**src/hdl/psd_pkg.sv**
```systemverilog
package psd_pkg;

  // widths
  localparam int SUM_W = 32;
  localparam int FILT_W = 16;
  localparam int STAT_W = 8;
  localparam int HALF_W = 16;
  localparam int PROD_W = 34;
  localparam int WIDE_W = 64;

  // status register field positions
  localparam int ST_SAT = 7;
  localparam int ST_UNS = 6;
  localparam int ST_FRAC = 5;
  localparam int ST_RND = 4;
  localparam int ST_NEG = 3;
  localparam int ST_ZERO = 2;
  localparam int ST_OVF = 1;

  // reset values
  localparam logic [SUM_W-1:0] SUM_RST = 32'h0000_0000;
  localparam logic [FILT_W-1:0] FILT_RST = 16'hffff;
  localparam logic [STAT_W-1:0] STAT_RST = 8'h00;
  // bit 0 is reserved and reads as zero
  localparam logic [STAT_W-1:0] STAT_WMASK = 8'hfe;

  // clamp values
  localparam logic [SUM_W-1:0] SIGNED_MAX = 32'h7fff_ffff;
  localparam logic [SUM_W-1:0] SIGNED_MIN = 32'h8000_0000;
  localparam logic [SUM_W-1:0] UNSIGNED_MAX = 32'hffff_ffff;
  localparam logic [SUM_W-1:0] UNSIGNED_MIN = 32'h0000_0000;

  // index of the last multiplier pass per operation kind
  localparam logic [1:0] LAST_WORD = 2'h0;
  localparam logic [1:0] LAST_LONG_INT = 2'h2;
  localparam logic [1:0] LAST_LONG_FRAC = 2'h3;

  typedef enum logic [3:0] {
    PSD_OP_MAC,
    PSD_OP_MULS,
    PSD_OP_MULU,
    PSD_OP_LD_SUM,
    PSD_OP_ST_SUM,
    PSD_OP_LD_STAT,
    PSD_OP_ST_STAT,
    PSD_OP_STAT_CCR,
    PSD_OP_LD_FILT,
    PSD_OP_ST_FILT
  } psd_op_t;

  typedef enum logic [1:0] {
    PSD_SH_NONE,
    PSD_SH_LEFT,
    PSD_SH_RIGHT
  } psd_shift_t;

  typedef struct packed {
    psd_op_t op;
    logic isLong;
    logic subtract;
    psd_shift_t shift;
    logic upperX;
    logic upperY;
    logic withLoad;
    logic useFilter;
    logic [SUM_W-1:0] opX;
    logic [SUM_W-1:0] opY;
    logic [SUM_W-1:0] loadAddr;
  } psd_instr_t;

  typedef struct packed {
    logic valid;
    psd_instr_t instr;
    logic [1:0] idx;
    logic [1:0] last;
  } psd_stage_t;

endpackage : psd_pkg

```
**src/hdl/psd_product_sum_datapath.sv**
```systemverilog
`timescale 1ns/1ns
// Function
// - 32-bit running sum, read and written by instructions
// - 16-bit filter on multiply-accumulate load addresses
// - 8-bit status and configuration register
// - flags follow final product-plus-sum result
// - multiply, then add or subtract into sum
// - product shifted left, right or not
// - optional saturation for signed and unsigned
// - signed, unsigned or fractional operand interpretation
// - 16x16 array, longwords reuse it
// - longword integer gives low 32 product bits
// - longword fraction: 63-bit product, truncate or round-even
// - three stages; issue every 1, 3, 4 clocks
// - sums stay internal; move copies them out
// - each word input picks upper or lower half
// - 4-bit mode field in status register
// - negative, zero and overflow flags
// - accumulate with parallel memory operand load
// - signed and unsigned integer multiply
// - load sum from value; store sum out
// - copy status into condition code register
// - load filter from value; store filter out
// - fraction sign in top bit, fixed extremes
module psd_product_sum_datapath (
  input wire logic mclk,
  input wire logic reset,
  input wire logic clkEn,
  input wire logic issueValid,
  input wire psd_pkg::psd_instr_t issueInstr,
  output logic issueReady_r,
  output logic resultValid_r,
  output logic [psd_pkg::SUM_W-1:0] resultData_r,
  output logic ccrValid_r,
  output logic [psd_pkg::STAT_W-1:0] ccrData_r,
  output logic loadReq_r,
  output logic [psd_pkg::SUM_W-1:0] loadAddr_r
);

  psd_pkg::psd_stage_t s1_r;
  psd_pkg::psd_stage_t s1_nxt;
  psd_pkg::psd_stage_t s2_r;
  psd_pkg::psd_stage_t s2_nxt;
  logic issueReady_nxt;
  logic loadReq_nxt;
  logic [psd_pkg::SUM_W-1:0] loadAddr_nxt;
  logic accept;
  logic s1Done;
  logic [1:0] lastOfIssue;
  logic [psd_pkg::HALF_W-1:0] xWord;
  logic [psd_pkg::HALF_W-1:0] yWord;
  logic [psd_pkg::HALF_W-1:0] mulA;
  logic [psd_pkg::HALF_W-1:0] mulB;
  logic mulASigned;
  logic mulBSigned;
  logic wordSigned;
  logic [psd_pkg::PROD_W-1:0] prod;

  logic [psd_pkg::SUM_W-1:0] sum_r;
  logic [psd_pkg::SUM_W-1:0] sum_nxt;
  logic [psd_pkg::FILT_W-1:0] filt_r;
  logic [psd_pkg::FILT_W-1:0] filt_nxt;
  logic [psd_pkg::STAT_W-1:0] stat_r;
  logic [psd_pkg::STAT_W-1:0] stat_nxt;
  logic [psd_pkg::WIDE_W-1:0] prodAcc_r;
  logic [psd_pkg::WIDE_W-1:0] prodAcc_nxt;
  logic resultValid_nxt;
  logic [psd_pkg::SUM_W-1:0] resultData_nxt;
  logic ccrValid_nxt;
  logic [psd_pkg::STAT_W-1:0] ccrData_nxt;

  logic [psd_pkg::WIDE_W-1:0] ppExt;
  logic [psd_pkg::WIDE_W-1:0] ppShifted;
  logic [psd_pkg::WIDE_W-1:0] full;
  logic [psd_pkg::WIDE_W-1:0] fracAligned;
  logic roundUp;
  logic [psd_pkg::SUM_W-1:0] prod32;
  logic [psd_pkg::SUM_W-1:0] prodShifted;
  logic accSigned;
  logic [psd_pkg::SUM_W:0] addA;
  logic [psd_pkg::SUM_W:0] addB;
  logic [psd_pkg::SUM_W:0] sum33;
  logic overflow;
  logic [psd_pkg::SUM_W-1:0] clampVal;
  logic [psd_pkg::SUM_W-1:0] newSum;
  logic s2Last;

  // issue and pass sequencing
  always_comb begin
    accept = issueValid && issueReady_r;
    s1Done = s1_r.valid && (s1_r.idx == s1_r.last);
    // longwords other than sum loads take extra passes through the one array
    if (issueInstr.isLong && (issueInstr.op != psd_pkg::PSD_OP_LD_SUM)) begin
      if (issueInstr.op == psd_pkg::PSD_OP_MAC && stat_r[psd_pkg::ST_FRAC]) begin
        lastOfIssue = psd_pkg::LAST_LONG_FRAC;
      end else begin
        lastOfIssue = psd_pkg::LAST_LONG_INT;
      end
    end else begin
      lastOfIssue = psd_pkg::LAST_WORD;
    end
    s1_nxt = s1_r;
    if (s1_r.valid && !s1Done) begin
      s1_nxt.idx = s1_r.idx + 2'h1;
    end else if (accept) begin
      s1_nxt.valid = 1'b1;
      s1_nxt.instr = issueInstr;
      s1_nxt.idx = 2'h0;
      s1_nxt.last = lastOfIssue;
    end else begin
      s1_nxt.valid = 1'b0;
    end
    s2_nxt = s1_r;
    // a mode change must land before the next op picks its signedness
    issueReady_nxt = (!s1_nxt.valid || (s1_nxt.idx == s1_nxt.last)) &&
                     !(s1_nxt.valid && s1_nxt.instr.op == psd_pkg::PSD_OP_LD_STAT) &&
                     !(s1_r.valid && s1_r.instr.op == psd_pkg::PSD_OP_LD_STAT);
    // memory operand fetch runs beside the multiply
    loadReq_nxt = accept && issueInstr.withLoad && (issueInstr.op == psd_pkg::PSD_OP_MAC);
    loadAddr_nxt = loadAddr_r;
    if (loadReq_nxt) begin
      loadAddr_nxt = issueInstr.loadAddr;
      if (issueInstr.useFilter) begin
        loadAddr_nxt[psd_pkg::FILT_W-1:0] = issueInstr.loadAddr[psd_pkg::FILT_W-1:0] & filt_r;
      end
    end
  end

  always_ff @(posedge mclk) begin
    if (reset) begin
      s1_r <= '0;
      s2_r <= '0;
      issueReady_r <= 1'b0;
      loadReq_r <= 1'b0;
      loadAddr_r <= '0;
    end else if (clkEn) begin
      s1_r <= s1_nxt;
      s2_r <= s2_nxt;
      issueReady_r <= issueReady_nxt;
      loadReq_r <= loadReq_nxt;
      loadAddr_r <= loadAddr_nxt;
    end
  end

  // operand selection into the array
  always_comb begin
    xWord = s1_r.instr.upperX ? s1_r.instr.opX[31:16] : s1_r.instr.opX[15:0];
    yWord = s1_r.instr.upperY ? s1_r.instr.opY[31:16] : s1_r.instr.opY[15:0];
    unique case (s1_r.instr.op)
      psd_pkg::PSD_OP_MULS: wordSigned = 1'b1;
      psd_pkg::PSD_OP_MULU: wordSigned = 1'b0;
      default: wordSigned = !stat_r[psd_pkg::ST_UNS] || stat_r[psd_pkg::ST_FRAC];
    endcase
    if (s1_r.instr.isLong) begin
      // pass order: lo*lo, lo*hi, hi*lo, hi*hi; only fractions need hi*hi
      mulA = s1_r.idx[1] ? s1_r.instr.opX[31:16] : s1_r.instr.opX[15:0];
      mulB = s1_r.idx[0] ? s1_r.instr.opY[31:16] : s1_r.instr.opY[15:0];
      // upper halves signed only where the full product matters
      mulASigned = s1_r.idx[1] && (s1_r.last == psd_pkg::LAST_LONG_FRAC);
      mulBSigned = s1_r.idx[0] && (s1_r.last == psd_pkg::LAST_LONG_FRAC);
    end else begin
      mulA = xWord;
      mulB = yWord;
      mulASigned = wordSigned;
      mulBSigned = wordSigned;
    end
  end

  psd_mul17 u_mul (
    .mclk(mclk),
    .reset(reset),
    .clkEn(clkEn),
    .a(mulA),
    .b(mulB),
    .aSigned(mulASigned),
    .bSigned(mulBSigned),
    .prod_r(prod)
  );

  // final stage: combine, accumulate, commit
  always_comb begin
    s2Last = s2_r.valid && (s2_r.idx == s2_r.last);
    ppExt = {{(psd_pkg::WIDE_W - psd_pkg::PROD_W){prod[psd_pkg::PROD_W-1]}}, prod};
    unique case (s2_r.idx)
      2'h0: ppShifted = ppExt;
      2'h3: ppShifted = ppExt << 32;
      default: ppShifted = ppExt << 16;
    endcase
    full = ((s2_r.idx == 2'h0) ? '0 : prodAcc_r) + ppShifted;
    prodAcc_nxt = s2_r.valid ? full : prodAcc_r;

    // fractions align the binary point by one place
    fracAligned = full << 1;
    roundUp = stat_r[psd_pkg::ST_RND] && fracAligned[31] &&
              ((|fracAligned[30:0]) || fracAligned[32]);
    if (s2_r.instr.op == psd_pkg::PSD_OP_MAC && stat_r[psd_pkg::ST_FRAC]) begin
      if (s2_r.instr.isLong) begin
        prod32 = fracAligned[63:32] + {31'h0, roundUp};
      end else begin
        prod32 = fracAligned[31:0];
      end
    end else begin
      prod32 = full[31:0];
    end

    accSigned = !stat_r[psd_pkg::ST_UNS] || stat_r[psd_pkg::ST_FRAC];
    unique case (s2_r.instr.shift)
      psd_pkg::PSD_SH_LEFT: prodShifted = prod32 << 1;
      psd_pkg::PSD_SH_RIGHT: prodShifted = {accSigned & prod32[31], prod32[31:1]};
      default: prodShifted = prod32;
    endcase

    addA = {accSigned & sum_r[31], sum_r};
    addB = {accSigned & prodShifted[31], prodShifted};
    sum33 = s2_r.instr.subtract ? (addA - addB) : (addA + addB);
    overflow = accSigned ? (sum33[32] ^ sum33[31]) : sum33[32];
    if (accSigned) begin
      clampVal = sum33[32] ? psd_pkg::SIGNED_MIN : psd_pkg::SIGNED_MAX;
    end else begin
      clampVal = s2_r.instr.subtract ? psd_pkg::UNSIGNED_MIN : psd_pkg::UNSIGNED_MAX;
    end
    newSum = (overflow && stat_r[psd_pkg::ST_SAT]) ? clampVal : sum33[31:0];

    sum_nxt = sum_r;
    filt_nxt = filt_r;
    stat_nxt = stat_r;
    resultValid_nxt = 1'b0;
    resultData_nxt = resultData_r;
    ccrValid_nxt = 1'b0;
    ccrData_nxt = ccrData_r;
    if (s2Last) begin
      unique case (s2_r.instr.op)
        psd_pkg::PSD_OP_MAC: begin
          sum_nxt = newSum;
          stat_nxt[psd_pkg::ST_NEG] = newSum[31];
          stat_nxt[psd_pkg::ST_ZERO] = (newSum == '0);
          // overflow is sticky until software reloads the status
          stat_nxt[psd_pkg::ST_OVF] = stat_r[psd_pkg::ST_OVF] | overflow;
        end
        psd_pkg::PSD_OP_MULS,
        psd_pkg::PSD_OP_MULU: begin
          resultValid_nxt = 1'b1;
          resultData_nxt = prod32;
        end
        psd_pkg::PSD_OP_LD_SUM: sum_nxt = s2_r.instr.opY;
        psd_pkg::PSD_OP_ST_SUM: begin
          resultValid_nxt = 1'b1;
          resultData_nxt = sum_r;
        end
        psd_pkg::PSD_OP_LD_STAT: stat_nxt = s2_r.instr.opY[7:0] & psd_pkg::STAT_WMASK;
        psd_pkg::PSD_OP_ST_STAT: begin
          resultValid_nxt = 1'b1;
          resultData_nxt = {24'h0, stat_r};
        end
        psd_pkg::PSD_OP_STAT_CCR: begin
          ccrValid_nxt = 1'b1;
          ccrData_nxt = stat_r;
        end
        psd_pkg::PSD_OP_LD_FILT: filt_nxt = s2_r.instr.opY[15:0];
        psd_pkg::PSD_OP_ST_FILT: begin
          resultValid_nxt = 1'b1;
          resultData_nxt = {16'h0, filt_r};
        end
        default: begin
          resultValid_nxt = 1'b0;
        end
      endcase
    end
  end

  always_ff @(posedge mclk) begin
    if (reset) begin
      sum_r <= psd_pkg::SUM_RST;
      filt_r <= psd_pkg::FILT_RST;
      stat_r <= psd_pkg::STAT_RST;
      prodAcc_r <= '0;
      resultValid_r <= 1'b0;
      resultData_r <= '0;
      ccrValid_r <= 1'b0;
      ccrData_r <= '0;
    end else if (clkEn) begin
      sum_r <= sum_nxt;
      filt_r <= filt_nxt;
      stat_r <= stat_nxt;
      prodAcc_r <= prodAcc_nxt;
      resultValid_r <= resultValid_nxt;
      resultData_r <= resultData_nxt;
      ccrValid_r <= ccrValid_nxt;
      ccrData_r <= ccrData_nxt;
    end
  end

endmodule : psd_product_sum_datapath

```
**src/hdl/psd_mul17.sv**
```systemverilog
`timescale 1ns/1ns
// one registered pass of the shared 16x16 array
module psd_mul17 (
  input wire logic mclk,
  input wire logic reset,
  input wire logic clkEn,
  input wire logic [psd_pkg::HALF_W-1:0] a,
  input wire logic [psd_pkg::HALF_W-1:0] b,
  input wire logic aSigned,
  input wire logic bSigned,
  output logic [psd_pkg::PROD_W-1:0] prod_r
);

  logic signed [psd_pkg::HALF_W:0] aExt;
  logic signed [psd_pkg::HALF_W:0] bExt;
  logic [psd_pkg::PROD_W-1:0] prod_nxt;

  always_comb begin
    // 17-bit extension lets one signed array serve both formats
    aExt = signed'({aSigned & a[psd_pkg::HALF_W-1], a});
    bExt = signed'({bSigned & b[psd_pkg::HALF_W-1], b});
    // widen before the multiply so no tool keeps only 17 product bits
    prod_nxt = psd_pkg::PROD_W'(aExt) * psd_pkg::PROD_W'(bExt);
  end

  always_ff @(posedge mclk) begin
    if (reset) begin
      prod_r <= '0;
    end else if (clkEn) begin
      prod_r <= prod_nxt;
    end
  end

endmodule : psd_mul17

```
**config.mk**
```make
export PLATFORM = sky130hd
export DESIGN_NAME = psd_product_sum_datapath
export DESIGN_NICKNAME = d
export VERILOG_FILES = /design/src/hdl/psd_pkg.sv /design/src/hdl/psd_product_sum_datapath.sv /design/src/hdl/psd_mul17.sv
export SDC_FILE = /design/constraint.sdc
export NUM_CORES = 2
export LEC_CHECK = 0
export ABC_AREA = 1
export ABC_CLOCK_PERIOD_IN_PS = 9500
export BUFFER_PORTS_ARGS = -buffer_cell sky130_fd_sc_hd__buf_4
export CORE_UTILIZATION = 30
export DETAILED_ROUTE_END_ITERATION = 10
export MAX_ROUTING_LAYER = met4
export PLACE_DENSITY = 0.45
export SKIP_CTS_REPAIR_TIMING = 1
export SLEW_MARGIN = 30
export SYNTH_ARGS = -nofsm -noshare
export SYNTH_HDL_FRONTEND = slang
export SYNTH_SLANG_ARGS = --single-unit
```
**constraint.sdc**
```tcl
create_clock -name mclk -period 9.5 [get_ports mclk]
set_clock_uncertainty 0.2 [all_clocks]
set_input_delay 0.475 -clock mclk [delete_from_list [all_inputs] [get_ports mclk]]
set_output_delay 0.475 -clock mclk [all_outputs]
set_load 0.05 [all_outputs]
```
==> results.sh <==
export IMPL_status="completed"
export IMPL_r2r_cells=28
export IMPL_cts_sinks=351
export IMPL_cp_data_required_time_ns=9.90
export IMPL_root_buffer="clkbuf_16"
export IMPL_vias=35817
export IMPL_seqPwrFrac_pct=30.0
export IMPL_worst_slew_pin_slew_ns=0.907
export IMPL_ys_flop_type="dfxtp_1"
export IMPL_hold_viol_final=0
export IMPL_rsz0062_at_grt="yes"
export IMPL_drive_above_1_share_pct=10.3
export IMPL_slew_violations=0
export IMPL_fin_nets=6384
export IMPL_p_comb_share_pct=38.2
export IMPL_die_area_um2=122000
export IMPL_crit_buf_inv=8
export IMPL_ioPinCount=188
export IMPL_cts_made_buffers=44
export IMPL_cp_depth=28
export IMPL_io_buffer_count=186
export IMPL_crit_fanout=35
export IMPL_cp_slowest_stage_delay_ns=0.59
export IMPL_fin_area_um2=42700
export IMPL_post_synth_top_count_cell="nand2_1"
export IMPL_rows=127
export IMPL_routedWlPerCell_um=19.8
export IMPL_clk_pin_slew_ns=0.06
export IMPL_post_dp_cell_area_um2=40000
export IMPL_post_route_util_pct=35.6
export IMPL_netlist_area_leader_share_pct=19.3
export IMPL_grt_util_met3_pct=3.70
export IMPL_post_route_period_util_pct=92.3
export IMPL_synthTopCellsByCount="nand2_1, inv_1, nor2_1, a21oi_1, o21ai_0"
export IMPL_cts_tree="done"
export IMPL_internal_power_uw=3180
export IMPL_syn_to_final_growth_pct=17.5
export IMPL_setup_viol=0
export IMPL_die_x_um=350
export IMPL_drc=0
export IMPL_critPathSlowestCell="fa_1"
export IMPL_hold_path_class="in -> reg"
export IMPL_cp_arrival_ns=9.17
export IMPL_pwr_density_cell_nw_per_um2=126
export IMPL_synth_edf_count=0
export IMPL_cp_top_family="adder cells"
export IMPL_max_freq_mhz=114
export IMPL_routabilityCongestion=0.968
export IMPL_end_kind="flop"
export IMPL_setup_tns_ns=0
export IMPL_grt_pass1_wl_um=219000
export IMPL_drt_iter0_drc=2790
export IMPL_antenna_found_initial=5
export IMPL_cap_violations=0
export IMPL_ys_seq_area_share_pct=19.3
export IMPL_synth_top_area_cell="dfxtp_1"
export IMPL_ys_top_cells_by_area="dfxtp_1, fa_1, nand2_1"
export IMPL_grt_busiest_layer="met2"
export IMPL_grt_use_met1_pct=33.4
export IMPL_power_leakage_uw=0.0208
export IMPL_clock_power_share_pct=31.9
export IMPL_hpwl_um=120000
export IMPL_grt_pass1_vias=34635
export IMPL_via_per_inst=4.81
export IMPL_synthCells=5536
export IMPL_worstSetupEndpoint="u_mul.prod_r[31]$_SDFFE_PP0P_"
export IMPL_relSlewSlack_pct=39.5
export IMPL_power_switching_uw=2180
export IMPL_rrSetupSlack_ns=0.73
export IMPL_yosys_warnings=0
export IMPL_netlist_area_um2=36300
export IMPL_r2r_start="s1_r[107]$_SDFFE_PP0P_"
export IMPL_fp_coreArea_um2=120000
export IMPL_grt_max_degree=85
export IMPL_syn_area_per_cell_um2=6.56
export IMPL_critPathLaunch="s1_r[107]$_SDFFE_PP0P_"
export IMPL_swShare_pct=40.8
export IMPL_start_util_pct=30.3
export IMPL_synth_seq_cells=351
export IMPL_postRouteAntennaNets=0
export IMPL_clockBufferDepth=3
export IMPL_path_class="reg -> reg"
export IMPL_htree_levels=2
export IMPL_die_y_um=350
export IMPL_grtUsageTotal_pct=24.4
export IMPL_totalWireLength_um=148000
export IMPL_reg2reg_to="u_mul.prod_r[31]$_SDFFE_PP0P_"
export IMPL_grt_overflow=0
export IMPL_clkLatencyLatePin_ns=0.65
export IMPL_async_flop_share_pct=0
export IMPL_ir_drop_uv=120
export IMPL_start_kind="flop"
export IMPL_fin_crit_ns=8.77
export IMPL_gr_usage_met2_pct=37.3
export IMPL_synthDistinctLibCells=60
export IMPL_dr_pass1_iters=5
[worst min path at each step]
| stage | startpoint | to | cells after the start |
|---|---|---|---|
| floorplan | s2_r[65]$_SDFFE_PP0P_ | s2_r[65]$_SDFFE_PP0P_ | 2 |
| global placement | loadReq_r$_SDFFE_PP0P_ | loadReq_r$_SDFFE_PP0P_ | 2 |
| detailed placement | loadReq_r$_SDFFE_PP0P_ | loadReq_r$_SDFFE_PP0P_ | 2 |
| CTS | issueInstr[71] | s1_r[75]$_SDFFE_PP0P_ | 3 |
| global route | issueInstr[107] | s1_r[111]$_SDFFE_PP0P_ | 3 |
| finish | issueInstr[107] | s1_r[111]$_SDFFE_PP0P_ | 3 |
[power groups by stage]
| stage | registers, uW | clock network, uW | logic (uW) |
|---|---|---|---|
| 6_report | 1610 | 1710 | 2050 |
| 5_1_grt | 1610 | 1810 | 2270 |
| 4_1_cts | 1600 | 1750 | 2000 |
| 3_5_place_dp | 1630 | 0 | 2000 |
| 3_3_place_gp | 1630 | 0 | 2000 |
| 2_1_floorplan | 1600 | 0 | 1270 |
[worst min-delay path, delay by kind of cell]
| kind | cells | cell delay [ns] |
|---|---|---|
| AO/OA/AOI/OAI | 1 | 0.06 |
| buffers and inverters | 1 | 0.14 |
| AND/OR/NAND/NOR | 1 | 0.14 |
[cell type report]
type                            count  area (um^2)
Sequential cell                   351         7030
Inverter                          955         3610
Timing Repair Buffer              448         3700
Tap cell                         1612         2020
Multi-Input combinational cell   4005        24900
Fill cell                       13270        77300
Antenna cell                        7         17.5
Clock inverter                     11          179
Clock buffer                       62         1220
[routing by layer]
| metal | routed length, um | part of all wire (%) |
|---|---|---|
| met1 | 70000 | 47 |
| met2 | 65200 | 44 |
| met3 | 8160 | 5.5 |
| met4 | 4310 | 2.9 |
| met5 | 0 | 0 |
[through the flow]
stage	power, uW	hold slack [ns]	instances	setup slack, ns
floorplan	2870	0.234	5537	1.22
global placement	3630	0.254	7263	0.466
detailed placement	3630	0.257	7264	0.411
CTS	5360	-0.199	7337	0.351
global route	5690	0.0177	7446	-0.0790
finish	5360	0.0109	7451	0.730
[cell families (layout without fill, tap and decap cells)]
group / after synthesis / count (layout) / share of synthesized area (%)
AND/OR/NAND/NOR: 2451 / 2451 / 28.3
adder cells (fa/ha/maj): 467 / 467 / 22.2
buffers and inverters: 1181 / 1476 / 12.6
XOR/XNOR: 123 / 123 / 2.97
other: 1 / 9 / 0.0103
AO/OA/AOI/OAI: 962 / 962 / 14.6
flip-flops: 351 / 351 / 19.3
[cell usage in the layout, fill, tap and decap left out, types with 10 or more instances in the layout]
master,netlist,routed
nor3_1,21,19
a221oi_1,10,10
a32oi_1,31,30
nand4_1,37,37
a21oi_2,9,17
xnor2_1,41,40
clkbuf_1,176,13
nor2_4,11,14
nor2_2,24,29
nand3_1,263,263
o21ai_0,370,368
nand2_1,1370,1363
inv_2,10,11
dlygate4sd3_1,0,104
inv_1,934,929
nor2_1,619,611
o211ai_1,39,39
a21oi_1,432,424
fa_1,298,298
buf_4,3,337
clkbuf_16,0,44
dfxtp_1,351,351
nand3_2,33,33
nand2_2,42,48
ha_1,169,167
xor2_1,82,81
nor4_1,13,11
[state kept, by name (all words and copies together) (netlist names)]
signal         count
loadAddr_r        32
stat_r             7
s1_r              79
filt_r            16
issueReady_r       1
loadReq_r          1
resultData_r      32
s2_r              45
u_mul.prod_r      34
resultValid_r      1
ccrValid_r         1
prodAcc_r         63
sum_r             32
ccrData_r          7
No activity file was read; power rests on OpenSTA's default activity.
